<file path="src/logic/timer16_pkg.sv">
/*
 * constants, types and register map of the 16-bit timer/counter block.
 * assumes a 32-bit AXI4-Lite master; each byte register sits at byte address index*4.
 */
package timer16_pkg;

    // bus geometry
    localparam int          ADDR_W          = 12;
    localparam int          DATA_W          = 32;
    localparam logic [1:0]  RESP_OKAY       = 2'b00;
    localparam logic [1:0]  RESP_SLVERR     = 2'b10;

    // register indices, byte address is index * 4
    localparam logic [7:0]  IDX_CONTROL     = 8'h80;
    localparam logic [7:0]  IDX_FORCE       = 8'h82;
    localparam logic [7:0]  IDX_COUNTER_LO  = 8'h84;
    localparam logic [7:0]  IDX_COUNTER_HI  = 8'h85;
    localparam logic [7:0]  IDX_CAPTURE_LO  = 8'h86;
    localparam logic [7:0]  IDX_CAPTURE_HI  = 8'h87;
    localparam logic [7:0]  IDX_CMP_A_LO    = 8'h88;
    localparam logic [7:0]  IDX_CMP_A_HI    = 8'h89;
    localparam logic [7:0]  IDX_CMP_B_LO    = 8'h8a;
    localparam logic [7:0]  IDX_CMP_B_HI    = 8'h8b;
    localparam logic [7:0]  IDX_STATUS      = 8'h8c;
    localparam logic [7:0]  IDX_MASK        = 8'h8d;

    // reset values
    localparam logic [15:0] RESET_16        = 16'h0000;
    localparam logic [7:0]  RESET_8         = 8'h00;

    // force strobe bit positions
    localparam int          FORCE_A_BIT     = 7;
    localparam int          FORCE_B_BIT     = 6;

    // status and mask bit positions
    localparam int          ST_OVERFLOW     = 0;
    localparam int          ST_MATCH_A      = 1;
    localparam int          ST_MATCH_B      = 2;
    localparam int          ST_CAPTURE      = 5;

    // clock source codes
    localparam logic [2:0]  CLK_STOP        = 3'h0;
    localparam logic [2:0]  CLK_DIV1        = 3'h1;
    localparam logic [2:0]  CLK_DIV8        = 3'h2;
    localparam logic [2:0]  CLK_DIV64       = 3'h3;
    localparam logic [2:0]  CLK_DIV256      = 3'h4;
    localparam logic [2:0]  CLK_DIV1024     = 3'h5;
    localparam logic [2:0]  CLK_EXT_FALL    = 3'h6;
    localparam logic [2:0]  CLK_EXT_RISE    = 3'h7;

    // prescaler taps: a tick when the masked low bits are all ones
    localparam int          PRESC_W         = 10;
    localparam logic [9:0]  TAP_DIV8        = 10'h007;
    localparam logic [9:0]  TAP_DIV64       = 10'h03f;
    localparam logic [9:0]  TAP_DIV256      = 10'h0ff;
    localparam logic [9:0]  TAP_DIV1024     = 10'h3ff;

    // fixed top values
    localparam logic [15:0] TOP_MAX         = 16'hffff;
    localparam logic [15:0] TOP_8BIT        = 16'h00ff;
    localparam logic [15:0] TOP_9BIT        = 16'h01ff;
    localparam logic [15:0] TOP_10BIT       = 16'h03ff;

    // output action codes
    localparam logic [1:0]  ACT_NONE        = 2'b00;
    localparam logic [1:0]  ACT_TOGGLE      = 2'b01;
    localparam logic [1:0]  ACT_CLEAR       = 2'b10;
    localparam logic [1:0]  ACT_SET         = 2'b11;

    // control register layout, high bits first in the word
    typedef struct packed {
        logic       capture_from_comp;
        logic       capture_rising;
        logic [1:0] action_b;
        logic [1:0] action_a;
        logic [3:0] waveform_mode;
        logic [2:0] clk_sel;
    } ctrl_t;

    localparam int          CTRL_W          = $bits(ctrl_t);
    localparam logic [12:0] RESET_CTRL      = 13'h0000;

    // counting direction of dual-slope modes
    typedef enum logic [0:0] {
        DIR_UP   = 1'b0,
        DIR_DOWN = 1'b1
    } count_dir_t;

endpackage : timer16_pkg

</file>
<file path="src/logic/timer16_core.sv">
/*
 * 16-bit timer/counter with clock select, prescaler, two compare channels,
 * input capture, byte registers with shared high-byte latch, AXI4-Lite slave.
 * assumes one 10 MHz clock, synchronous active-low reset, pins synchronous to ref_clk.
 */
// The AXI4-Lite interface to the registers was decided locally.
`timescale 1ns/1ns

// Functional notes
// - clock select zero gives no ticks; counter holds its value
// - codes 1..5 select clock undivided or divided by 8, 64, 256, 1024
// - code 6 counts on each falling edge of the external count pin
// - code 7 counts on each rising edge of the external count pin
// - force strobes act only in non-PWM waveform modes
// - force strobe applies the channel output action immediately
// - forced match raises no flag and never clears the counter
// - force bits are write strobes and always read zero
// - low byte at base index, high byte at base index plus one
// - one shared high-byte latch makes 16-bit accesses atomic
// - counter readable, writable; a write blocks matches on next tick
// - capture register loads counter on each capture event, pin or comparator
// - capture register can serve as top in modes selecting it
// - both compare registers compared continuously; match flags and drives output
// - capture input ignored while capture register is top
module timer16_core (
    input  wire logic                            ref_clk,
    input  wire logic                            reset_n,
    input  wire logic [timer16_pkg::ADDR_W-1:0]  s_axi_awaddr,
    input  wire logic                            s_axi_awvalid,
    output logic                                 s_axi_awready,
    input  wire logic [timer16_pkg::DATA_W-1:0]  s_axi_wdata,
    input  wire logic [3:0]                      s_axi_wstrb,
    input  wire logic                            s_axi_wvalid,
    output logic                                 s_axi_wready,
    output logic [1:0]                           s_axi_bresp,
    output logic                                 s_axi_bvalid,
    input  wire logic                            s_axi_bready,
    input  wire logic [timer16_pkg::ADDR_W-1:0]  s_axi_araddr,
    input  wire logic                            s_axi_arvalid,
    output logic                                 s_axi_arready,
    output logic [timer16_pkg::DATA_W-1:0]       s_axi_rdata,
    output logic [1:0]                           s_axi_rresp,
    output logic                                 s_axi_rvalid,
    input  wire logic                            s_axi_rready,
    input  wire logic                            ext_count_pin,
    input  wire logic                            capture_pin,
    input  wire logic                            comparator_out,
    output logic                                 wave_out_a,
    output logic                                 wave_out_b,
    output logic                                 irq
);
    import timer16_pkg::*;

    ctrl_t                  ctrl;
    logic [15:0]            counter_value;
    logic [15:0]            capture_value;
    logic [15:0]            compare_a_value;
    logic [15:0]            compare_b_value;
    logic [7:0]             high_latch;
    logic [7:0]             status;
    logic [7:0]             mask;
    logic [7:0]             next_status;
    count_dir_t             dir;
    logic [PRESC_W-1:0]     presc;
    logic                   ext_now;
    logic                   ext_prev;
    logic                   cap_now;
    logic                   cap_prev;
    logic                   match_block;
    logic [ADDR_W-1:0]      wr_addr;
    logic [DATA_W-1:0]      wr_data;
    logic                   wr_lane0;
    logic                   wr_go;
    logic                   rd_go;
    logic [7:0]             wr_idx;
    logic [7:0]             rd_idx;
    logic                   wr_ok;
    logic                   rd_ok;
    logic                   tick;
    logic                   is_pwm;
    logic                   dual_slope;
    logic                   capture_is_top;
    logic                   clears_on_top;
    logic                   toggle_a_ok;
    logic [15:0]            top;
    logic                   counter_wr;
    logic                   match_a;
    logic                   match_b;
    logic                   at_bottom;
    logic                   ev_overflow;
    logic                   ev_capture;
    logic                   force_a;
    logic                   force_b;
    logic [DATA_W-1:0]      rd_data;

    // index decode: any address outside the map is unmapped
    function automatic logic mapped(input logic [ADDR_W-1:0] addr);
        logic [7:0] idx;
        idx = addr[9:2];
        mapped = (addr[ADDR_W-1:10] == '0) && (addr[1:0] == 2'b00) &&
                 ((idx == IDX_CONTROL) || (idx == IDX_FORCE) ||
                  (idx >= IDX_COUNTER_LO && idx <= IDX_MASK));
    endfunction : mapped

    // output action on a match or a force in non-PWM modes
    function automatic logic act_plain(input logic [1:0] act, input logic cur);
        case (act)
            ACT_TOGGLE: act_plain = ~cur;
            ACT_CLEAR:  act_plain = 1'b0;
            ACT_SET:    act_plain = 1'b1;
            default:    act_plain = cur;
        endcase
    endfunction : act_plain

    // waveform output update for one channel per tick
    function automatic logic wave_step(input logic [1:0] act, input logic match,
                                       input logic bottom, input logic tog_ok,
                                       input logic cur, input logic pwm,
                                       input logic dual, input logic down);
        wave_step = cur;
        if (!pwm) begin
            if (match) wave_step = act_plain(act, cur);
        end else if (act == ACT_TOGGLE) begin
            if (match && tog_ok) wave_step = ~cur;
        end else if (act != ACT_NONE) begin
            if (match) wave_step = (act == ACT_SET) ^ (dual && down);
            else if (bottom && !dual) wave_step = (act == ACT_CLEAR);
        end
    endfunction : wave_step

    // waveform mode decode
    always_comb begin
        top = TOP_MAX;
        case (ctrl.waveform_mode)
            4'd1, 4'd5:                top = TOP_8BIT;
            4'd2, 4'd6:                top = TOP_9BIT;
            4'd3, 4'd7:                top = TOP_10BIT;
            4'd4, 4'd9, 4'd11, 4'd15:  top = compare_a_value;
            4'd8, 4'd10, 4'd12, 4'd14: top = capture_value;
            default:                   top = TOP_MAX;
        endcase
    end

    assign is_pwm         = !(ctrl.waveform_mode inside {4'd0, 4'd4, 4'd12});
    assign dual_slope     = ctrl.waveform_mode inside {4'd1, 4'd2, 4'd3, 4'd8,
                                                       4'd9, 4'd10, 4'd11};
    assign capture_is_top = ctrl.waveform_mode inside {4'd8, 4'd10, 4'd12, 4'd14};
    assign clears_on_top  = ctrl.waveform_mode inside {4'd4, 4'd12};
    assign toggle_a_ok    = ctrl.waveform_mode inside {4'd9, 4'd11, 4'd15};

    // bus strobes
    assign wr_go  = !s_axi_awready && !s_axi_wready && !s_axi_bvalid;
    assign rd_go  = s_axi_arvalid && s_axi_arready;
    assign wr_idx = wr_addr[9:2];
    assign rd_idx = s_axi_araddr[9:2];
    assign wr_ok  = wr_go && wr_lane0 && mapped(wr_addr);
    assign rd_ok  = rd_go && mapped(s_axi_araddr);

    assign counter_wr = wr_ok && (wr_idx == IDX_COUNTER_LO);
    assign force_a = wr_ok && (wr_idx == IDX_FORCE) && wr_data[FORCE_A_BIT] && !is_pwm;
    assign force_b = wr_ok && (wr_idx == IDX_FORCE) && wr_data[FORCE_B_BIT] && !is_pwm;

    // clock source select
    always_comb begin
        case (ctrl.clk_sel)
            CLK_STOP:     tick = 1'b0;
            CLK_DIV1:     tick = 1'b1;
            CLK_DIV8:     tick = (presc & TAP_DIV8) == TAP_DIV8;
            CLK_DIV64:    tick = (presc & TAP_DIV64) == TAP_DIV64;
            CLK_DIV256:   tick = (presc & TAP_DIV256) == TAP_DIV256;
            CLK_DIV1024:  tick = (presc & TAP_DIV1024) == TAP_DIV1024;
            CLK_EXT_FALL: tick = ext_prev && !ext_now;
            CLK_EXT_RISE: tick = !ext_prev && ext_now;
            default:      tick = 1'b0;
        endcase
    end

    // compare and overflow events; a counter write masks the next tick's match
    assign match_a   = tick && !counter_wr && !match_block &&
                       (counter_value == compare_a_value);
    assign match_b   = tick && !counter_wr && !match_block &&
                       (counter_value == compare_b_value);
    assign at_bottom = tick && !counter_wr && !dual_slope && (counter_value == top);
    always_comb begin
        if (!tick || counter_wr)
            ev_overflow = 1'b0;
        else if (dual_slope)
            ev_overflow = (dir == DIR_DOWN) && (counter_value == '0);
        else if (is_pwm)
            ev_overflow = counter_value == top;
        else
            ev_overflow = counter_value == TOP_MAX;
    end

    // capture event from pin or comparator, disconnected while capture is top
    assign ev_capture = capture_is_top
                      ? (tick && !counter_wr && counter_value == top)
                      : ((cap_now != cap_prev) && (cap_now == ctrl.capture_rising));

    // free-running prescaler
    always_ff @(posedge ref_clk) begin
        if (!reset_n) presc <= '0;
        else          presc <= presc + 10'h001;
    end

    // pin sampling for edge detection
    always_ff @(posedge ref_clk) begin
        if (!reset_n) begin
            ext_now  <= 1'b0;
            ext_prev <= 1'b0;
            cap_now  <= 1'b0;
            cap_prev <= 1'b0;
        end else begin
            ext_now  <= ext_count_pin;
            ext_prev <= ext_now;
            cap_now  <= ctrl.capture_from_comp ? comparator_out : capture_pin;
            cap_prev <= cap_now;
        end
    end

    // counter and direction
    always_ff @(posedge ref_clk) begin
        if (!reset_n) begin
            counter_value <= RESET_16;
            dir           <= DIR_UP;
        end else if (counter_wr) begin
            counter_value <= {high_latch, wr_data[7:0]};
        end else if (tick) begin
            case (dir)
                DIR_UP: begin
                    if (dual_slope && counter_value >= top) begin
                        dir           <= DIR_DOWN;
                        counter_value <= counter_value - 16'h0001;
                    end else if (!dual_slope && counter_value == top) begin
                        counter_value <= '0;
                    end else begin
                        counter_value <= counter_value + 16'h0001;
                    end
                end
                DIR_DOWN: begin
                    if (!dual_slope || counter_value == '0) begin
                        dir           <= DIR_UP;
                        counter_value <= counter_value + 16'h0001;
                    end else begin
                        counter_value <= counter_value - 16'h0001;
                    end
                end
                default: dir <= DIR_UP;
            endcase
        end
    end

    // match suppression after a counter write, held until the next tick
    always_ff @(posedge ref_clk) begin
        if (!reset_n)        match_block <= 1'b0;
        else if (counter_wr) match_block <= 1'b1;
        else if (tick)       match_block <= 1'b0;
    end

    // capture register: bus write or capture event
    always_ff @(posedge ref_clk) begin
        if (!reset_n)
            capture_value <= RESET_16;
        else if (wr_ok && wr_idx == IDX_CAPTURE_LO)
            capture_value <= {high_latch, wr_data[7:0]};
        else if (ev_capture && !capture_is_top)
            capture_value <= counter_value;
    end

    // compare registers, written atomically through the latch
    always_ff @(posedge ref_clk) begin
        if (!reset_n) begin
            compare_a_value <= RESET_16;
            compare_b_value <= RESET_16;
        end else if (wr_ok) begin
            if (wr_idx == IDX_CMP_A_LO) compare_a_value <= {high_latch, wr_data[7:0]};
            if (wr_idx == IDX_CMP_B_LO) compare_b_value <= {high_latch, wr_data[7:0]};
        end
    end

    // shared high-byte latch: high writes fill it, low reads of counter/capture load it
    always_ff @(posedge ref_clk) begin
        if (!reset_n) begin
            high_latch <= RESET_8;
        end else begin
            if (rd_ok && rd_idx == IDX_COUNTER_LO) high_latch <= counter_value[15:8];
            if (rd_ok && rd_idx == IDX_CAPTURE_LO) high_latch <= capture_value[15:8];
            if (wr_ok && wr_idx inside {IDX_COUNTER_HI, IDX_CAPTURE_HI,
                                        IDX_CMP_A_HI, IDX_CMP_B_HI})
                high_latch <= wr_data[7:0];
        end
    end

    // control and mask registers
    always_ff @(posedge ref_clk) begin
        if (!reset_n) begin
            ctrl <= RESET_CTRL;
            mask <= RESET_8;
        end else if (wr_ok) begin
            if (wr_idx == IDX_CONTROL) ctrl <= wr_data[CTRL_W-1:0];
            if (wr_idx == IDX_MASK)    mask <= wr_data[7:0];
        end
    end

    // sticky status: a read clears, a new event in the same cycle wins
    always_comb begin
        next_status = status;
        if (rd_ok && rd_idx == IDX_STATUS) next_status = '0;
        next_status[ST_OVERFLOW] = next_status[ST_OVERFLOW] | ev_overflow;
        next_status[ST_MATCH_A]  = next_status[ST_MATCH_A] | match_a;
        next_status[ST_MATCH_B]  = next_status[ST_MATCH_B] | match_b;
        next_status[ST_CAPTURE]  = next_status[ST_CAPTURE] | ev_capture;
    end

    always_ff @(posedge ref_clk) begin
        if (!reset_n) begin
            status <= RESET_8;
            irq    <= 1'b0;
        end else begin
            status <= next_status;
            irq    <= |(next_status & mask);
        end
    end

    // waveform outputs; forced matches act here only, never on flags or counter
    always_ff @(posedge ref_clk) begin
        if (!reset_n) begin
            wave_out_a <= 1'b0;
            wave_out_b <= 1'b0;
        end else begin
            if (force_a)
                wave_out_a <= act_plain(ctrl.action_a, wave_out_a);
            else
                wave_out_a <= wave_step(ctrl.action_a, match_a, at_bottom, toggle_a_ok,
                                        wave_out_a, is_pwm, dual_slope, dir == DIR_DOWN);
            if (force_b)
                wave_out_b <= act_plain(ctrl.action_b, wave_out_b);
            else
                wave_out_b <= wave_step(ctrl.action_b, match_b, at_bottom, 1'b0,
                                        wave_out_b, is_pwm, dual_slope, dir == DIR_DOWN);
        end
    end

    // read data mux, one byte per index except the 13-bit control word
    always_comb begin
        rd_data = '0;
        case (rd_idx)
            IDX_CONTROL:    rd_data[CTRL_W-1:0] = ctrl;
            IDX_FORCE:      rd_data = '0;
            IDX_COUNTER_LO: rd_data[7:0] = counter_value[7:0];
            IDX_COUNTER_HI: rd_data[7:0] = high_latch;
            IDX_CAPTURE_LO: rd_data[7:0] = capture_value[7:0];
            IDX_CAPTURE_HI: rd_data[7:0] = high_latch;
            IDX_CMP_A_LO:   rd_data[7:0] = compare_a_value[7:0];
            IDX_CMP_A_HI:   rd_data[7:0] = compare_a_value[15:8];
            IDX_CMP_B_LO:   rd_data[7:0] = compare_b_value[7:0];
            IDX_CMP_B_HI:   rd_data[7:0] = compare_b_value[15:8];
            IDX_STATUS:     rd_data[7:0] = status;
            IDX_MASK:       rd_data[7:0] = mask;
            default:        rd_data = '0;
        endcase
    end

    // write channels: take address and data in either order, then respond
    always_ff @(posedge ref_clk) begin
        if (!reset_n) begin
            s_axi_awready <= 1'b1;
            s_axi_wready  <= 1'b1;
            s_axi_bvalid  <= 1'b0;
            s_axi_bresp   <= RESP_OKAY;
            wr_addr       <= '0;
            wr_data       <= '0;
            wr_lane0      <= 1'b0;
        end else begin
            if (s_axi_awvalid && s_axi_awready) begin
                wr_addr       <= s_axi_awaddr;
                s_axi_awready <= 1'b0;
            end
            if (s_axi_wvalid && s_axi_wready) begin
                wr_data      <= s_axi_wdata;
                wr_lane0     <= s_axi_wstrb[0];
                s_axi_wready <= 1'b0;
            end
            if (wr_go) begin
                s_axi_bvalid <= 1'b1;
                s_axi_bresp  <= mapped(wr_addr) ? RESP_OKAY : RESP_SLVERR;
            end
            if (s_axi_bvalid && s_axi_bready) begin
                s_axi_bvalid  <= 1'b0;
                s_axi_awready <= 1'b1;
                s_axi_wready  <= 1'b1;
            end
        end
    end

    // read channels: data registered one cycle after the address is taken
    always_ff @(posedge ref_clk) begin
        if (!reset_n) begin
            s_axi_arready <= 1'b1;
            s_axi_rvalid  <= 1'b0;
            s_axi_rdata   <= '0;
            s_axi_rresp   <= RESP_OKAY;
        end else if (rd_go) begin
            s_axi_arready <= 1'b0;
            s_axi_rvalid  <= 1'b1;
            s_axi_rdata   <= mapped(s_axi_araddr) ? rd_data : '0;
            s_axi_rresp   <= mapped(s_axi_araddr) ? RESP_OKAY : RESP_SLVERR;
        end else if (s_axi_rvalid && s_axi_rready) begin
            s_axi_rvalid  <= 1'b0;
            s_axi_arready <= 1'b1;
        end
    end

endmodule : timer16_core

</file>
<file path="config.mk">
export PLATFORM = sky130hd
export DESIGN_NAME = timer16_core
export DESIGN_NICKNAME = d
export VERILOG_FILES = /design/src/logic/timer16_pkg.sv /design/src/logic/timer16_core.sv
export SDC_FILE = /design/constraint.sdc
export NUM_CORES = 1
export LEC_CHECK = 0
export ABC_AREA = 1
export ABC_CLOCK_PERIOD_IN_PS = 3100
export BUFFER_PORTS_ARGS = -buffer_cell sky130_fd_sc_hd__buf_2
export CELL_PAD_IN_SITES_DETAIL_PLACEMENT = 1
export CELL_PAD_IN_SITES_GLOBAL_PLACEMENT = 1
export CORE_ASPECT_RATIO = 0.9
export CORE_UTILIZATION = 42
export CTS_BUF_LIST = sky130_fd_sc_hd__clkbuf_16
export CTS_CLUSTER_DIAMETER = 80
export DETAILED_ROUTE_END_ITERATION = 16
export PLACE_DENSITY = 0.85
export SYNTH_ARGS = -nofsm -noshare
export SYNTH_HDL_FRONTEND = slang
export SYNTH_SLANG_ARGS = --single-unit
</file>
<file path="constraint.sdc">
create_clock -name ref_clk -period 3.1 [get_ports ref_clk]
set_input_delay 0.465 -clock ref_clk [delete_from_list [all_inputs] [get_ports ref_clk]]
set_output_delay 0.465 -clock ref_clk [all_outputs]
set_load 0.01 [all_outputs]
</file>
==> impl_metrics.toml <==
[clock_tree]
cts_tree = "yes"
clkLatencyLatePin_ps = 450
cts_buffers = 17
holdBufCountCts = 0
cts_buffer_depth = 2
cts-root-buf = "clkbuf_16"
cts.sink_count = 166
htree_levels = 4
clkTransAtPathRegs_ps = 80

[floorplan]
die_w_um = 165
dieArea_um2 = 24500
initial_utilization_pct = 42.8
fp.dieH_um = 149
io_pins = 114
core_um2 = 23400
rows = 53

[hold_path]
min_path_cells = 2
hold-path-endpoint = "s_axi_wready"
hold_class = "in -> reg"
min_from = "s_axi_wvalid"

[worst_setup_path]
reg2reg_depth = 23
crit_chain = "inv_2 -> a211oi_2 -> inv_1 -> o21ai_4 -> nor2_4 -> inv_2 -> nor2_2 -> buf_6 -> a221oi_2 -> ha_1 -> nand2_1 -> nor2_2 -> nand2_2 -> nor3_4 -> nor2_4 -> nand2_8 -> nand2_8 -> nand2_2 -> nand2_1 -> nand2_1 -> nand2_1 -> a21oi_2 -> nor2_1"
critical_path_arrival_ps = 3440
crit_family = "simple AND/OR/NAND/NOR gates"
cp-start-kind = "flip-flop"
max_stage_delay_ps = 370
end_kind = "flip-flop"
r2r-start = "ctrl[4]"
r2r_setup_slack_ps = -10
worstPathRequired_ps = 3430
slowest_stage = "dfxtp_4"
crit_type = "reg -> reg"
path_common_cell = "nand2_1"
cp_max_fo = 8
path_buf_inv = 4
rr_endpoint = "counter_value[14]"

[grt]
grt_pass1_wl_um = 61900
grt_use_total_pct = 33.3
antenna_found_initial = 0
grt_pass1_vias = 11100
grt_overflow = 0
grt_max_degree = 102

[sta]
worstMarginPinSlew_ps = 1000
maxSlewViolCount = 0
hold_slack_ps = 210
hold_viol_final = 0
setup_viol = 1
clock_skew_ps = 11.7
rsz0062_at_grt = "true"
period_minus_slack_ps = 3110
max_slew_margin_pct = 33.3
fmax_ghz = 0.321
fin_crit_sh_pct = 100
worst_slack_ps = -12.3
fin_setup_tns_ps = -12.3

[final_layout]
layout-drive-gt1-share_pct = 17.7
areaGrowthSynthToFinish_pct = 16.0
n_fill_cell = 3089
antenna_cells = 0
nets = 1683

[yosys]
synth_cell_type_count = 49
synth_top_cell_area_share_pct = 33.2
synth_edf_count = 0
async_flop_share_pct = 0
seq_area_frac_synth_pct = 33.2
synth_common_cells = "nand2_1 (311), dfxtp_1 (166), inv_1 (164)"
ys_dominant_reg_cell = "dfxtp_1"
post-synth-top-count-cell = "nand2_1"
avgSynthCellArea_um2 = 6.63
synthCells = 1512
netlist_top_cells_area = "dfxtp_1 (33%), nand2_1 (12%), a21oi_1 (6.9%)"
synth_seq_cells = 166
ys_warn_count = 0
yosys.area.top_type = "dfxtp_1"
synth_area_um2 = 10000

[pwr]
ir_drop_v = 0.000257
leakagePower_nw = 4.86
powerDensity_nw_per_um2 = 399

[place]
dpl_worst_slack_ps = -164
finalWeightedCongestion = 0.970
dp_hpwl_um = 28900
io_buffers = 70

[routing]
drt-total-wl_um = 40700
drc_errors = 0
drtPass1Iterations = 5
vias = 11400
drt_iter0_drc = 1036
wl_per_cell_um = 21.4
viasPerCell = 5.95
antenna_left = 0

[run_status]
status = "finished with violations"
violations = "setup timing"

[flow_run]
drv_cap = 0
==> report_power, final <==
group / switching, W / internal (W) / total (W)
Combinational: 0.000201 / 0.0000704 / 0.000271
Sequential: 0.0000300 / 0.00217 / 0.00220
Clock: 0.00103 / 0.00114 / 0.00217
==> placed cells by master (no fill, tap or decap), types with 3 or more instances in the layout <==
cell,netlist,final
nor3_2,10,9
o21ai_0,114,112
inv_2,25,27
a221oi_2,1,6
a211oi_2,1,3
o22ai_1,61,59
buf_2,28,70
xor2_1,25,25
clkbuf_16,0,17
nand2_2,8,19
nand3_1,67,62
buf_4,29,50
nor3_1,26,26
a21oi_2,0,11
buf_6,5,3
ha_1,21,21
nand3_2,5,10
nand4_1,40,40
nor2_1,146,140
inv_6,0,5
a21oi_1,138,127
o21ai_1,23,24
nor2_2,13,15
nor2_4,4,8
a211oi_1,10,8
dfxtp_1,166,164
o221ai_1,4,4
nand2_1,311,299
clkinvlp_4,0,4
o211ai_1,11,11
conb_1,1,21
inv_1,164,162
==> through the flow <==
| step | instances | utilization (%) | cell area (um^2) | total power [W] |
|---|---|---|---|---|
| after CTS | 1903 | 48.7 | 11400 | 0.00465 |
| after floorplan | 1532 | - | 10100 | 0.00242 |
| after global routing | 1907 | 49.7 | 11600 | 0.00477 |
| after detailed placement | 1869 | 45.7 | 10700 | 0.00251 |
| final | 1907 | 49.7 | 11600 | 0.00464 |
| after global placement | 1869 | 45.7 | 10700 | 0.00250 |
==> worst max-delay path by stage <==
stage | slack, ps | from | to | cells past startpoint
after floorplan | 200 | ctrl[3] | counter_value[15] | 20
after global placement | 0.9 | ctrl[3] | counter_value[6] | 24
after detailed placement | -160 | ctrl[3] | counter_value[6] | 24
after CTS | 9 | ctrl[4] | counter_value[14] | 24
after global routing | -130 | ctrl[4] | counter_value[14] | 23
final | -10 | ctrl[4] | counter_value[14] | 23
==> flip-flops by register name, summed over array words and instances, names as in the netlist, 8 cells and up <==
register / count
presc: 10
ctrl: 13
high_latch: 8
wr_addr: 12
counter_value: 16
wr_data: 13
compare_b_value: 16
capture_value: 16
s_axi_rdata: 13
mask: 8
status: 8
compare_a_value: 16
==> kinds of logic (layout without fill, tap and decap cells) <==
| family | Yosys count | in the layout | synth area share [%] |
|---|---|---|---|
| DFF | 166 | 166 | 33.2 |
| other | 1 | 21 | 0.0374 |
| xor gates and xnor gates | 26 | 26 | 2.27 |
| adders and majority gates | 21 | 21 | 2.62 |
| AOI/OAI and AO/OA | 381 | 381 | 21.3 |
| buffers and inverters | 279 | 351 | 12.3 |
| and+or+nand+nor | 638 | 639 | 28.4 |
==> final cells by class <==
cell class              count  area (um^2)  area share (%)
inverters                 193          731            6.28
flip-flops and latches    166         3330            28.6
well taps                 302          378            3.25
repair buffers            125          790            6.79
repair inverters            1         7.51          0.0646
clock buffers              17          425            3.66
multi-input cells        1088         5800            49.9
clock inverters            15          164            1.41
==> what timing repair did <==
action | 4_1_cts | 5_1_grt
setup buffers | 1 | 4
gates resized for setup | 20 | 55
gates cloned | 1 | 1
pin swaps | 8 | 36
endpoints found under the setup margin | 19 | 21
==> layer usage <==
metal,GRT usage (%),part of all wire [%],up-vias
li1,-,-,5164
met1,42.5,42,5513
met2,52.9,45,523
met3,7.06,8.2,155
met4,16.3,5.0,0
met5,0,0,-
No activity file was read; power rests on OpenSTA's default activity.
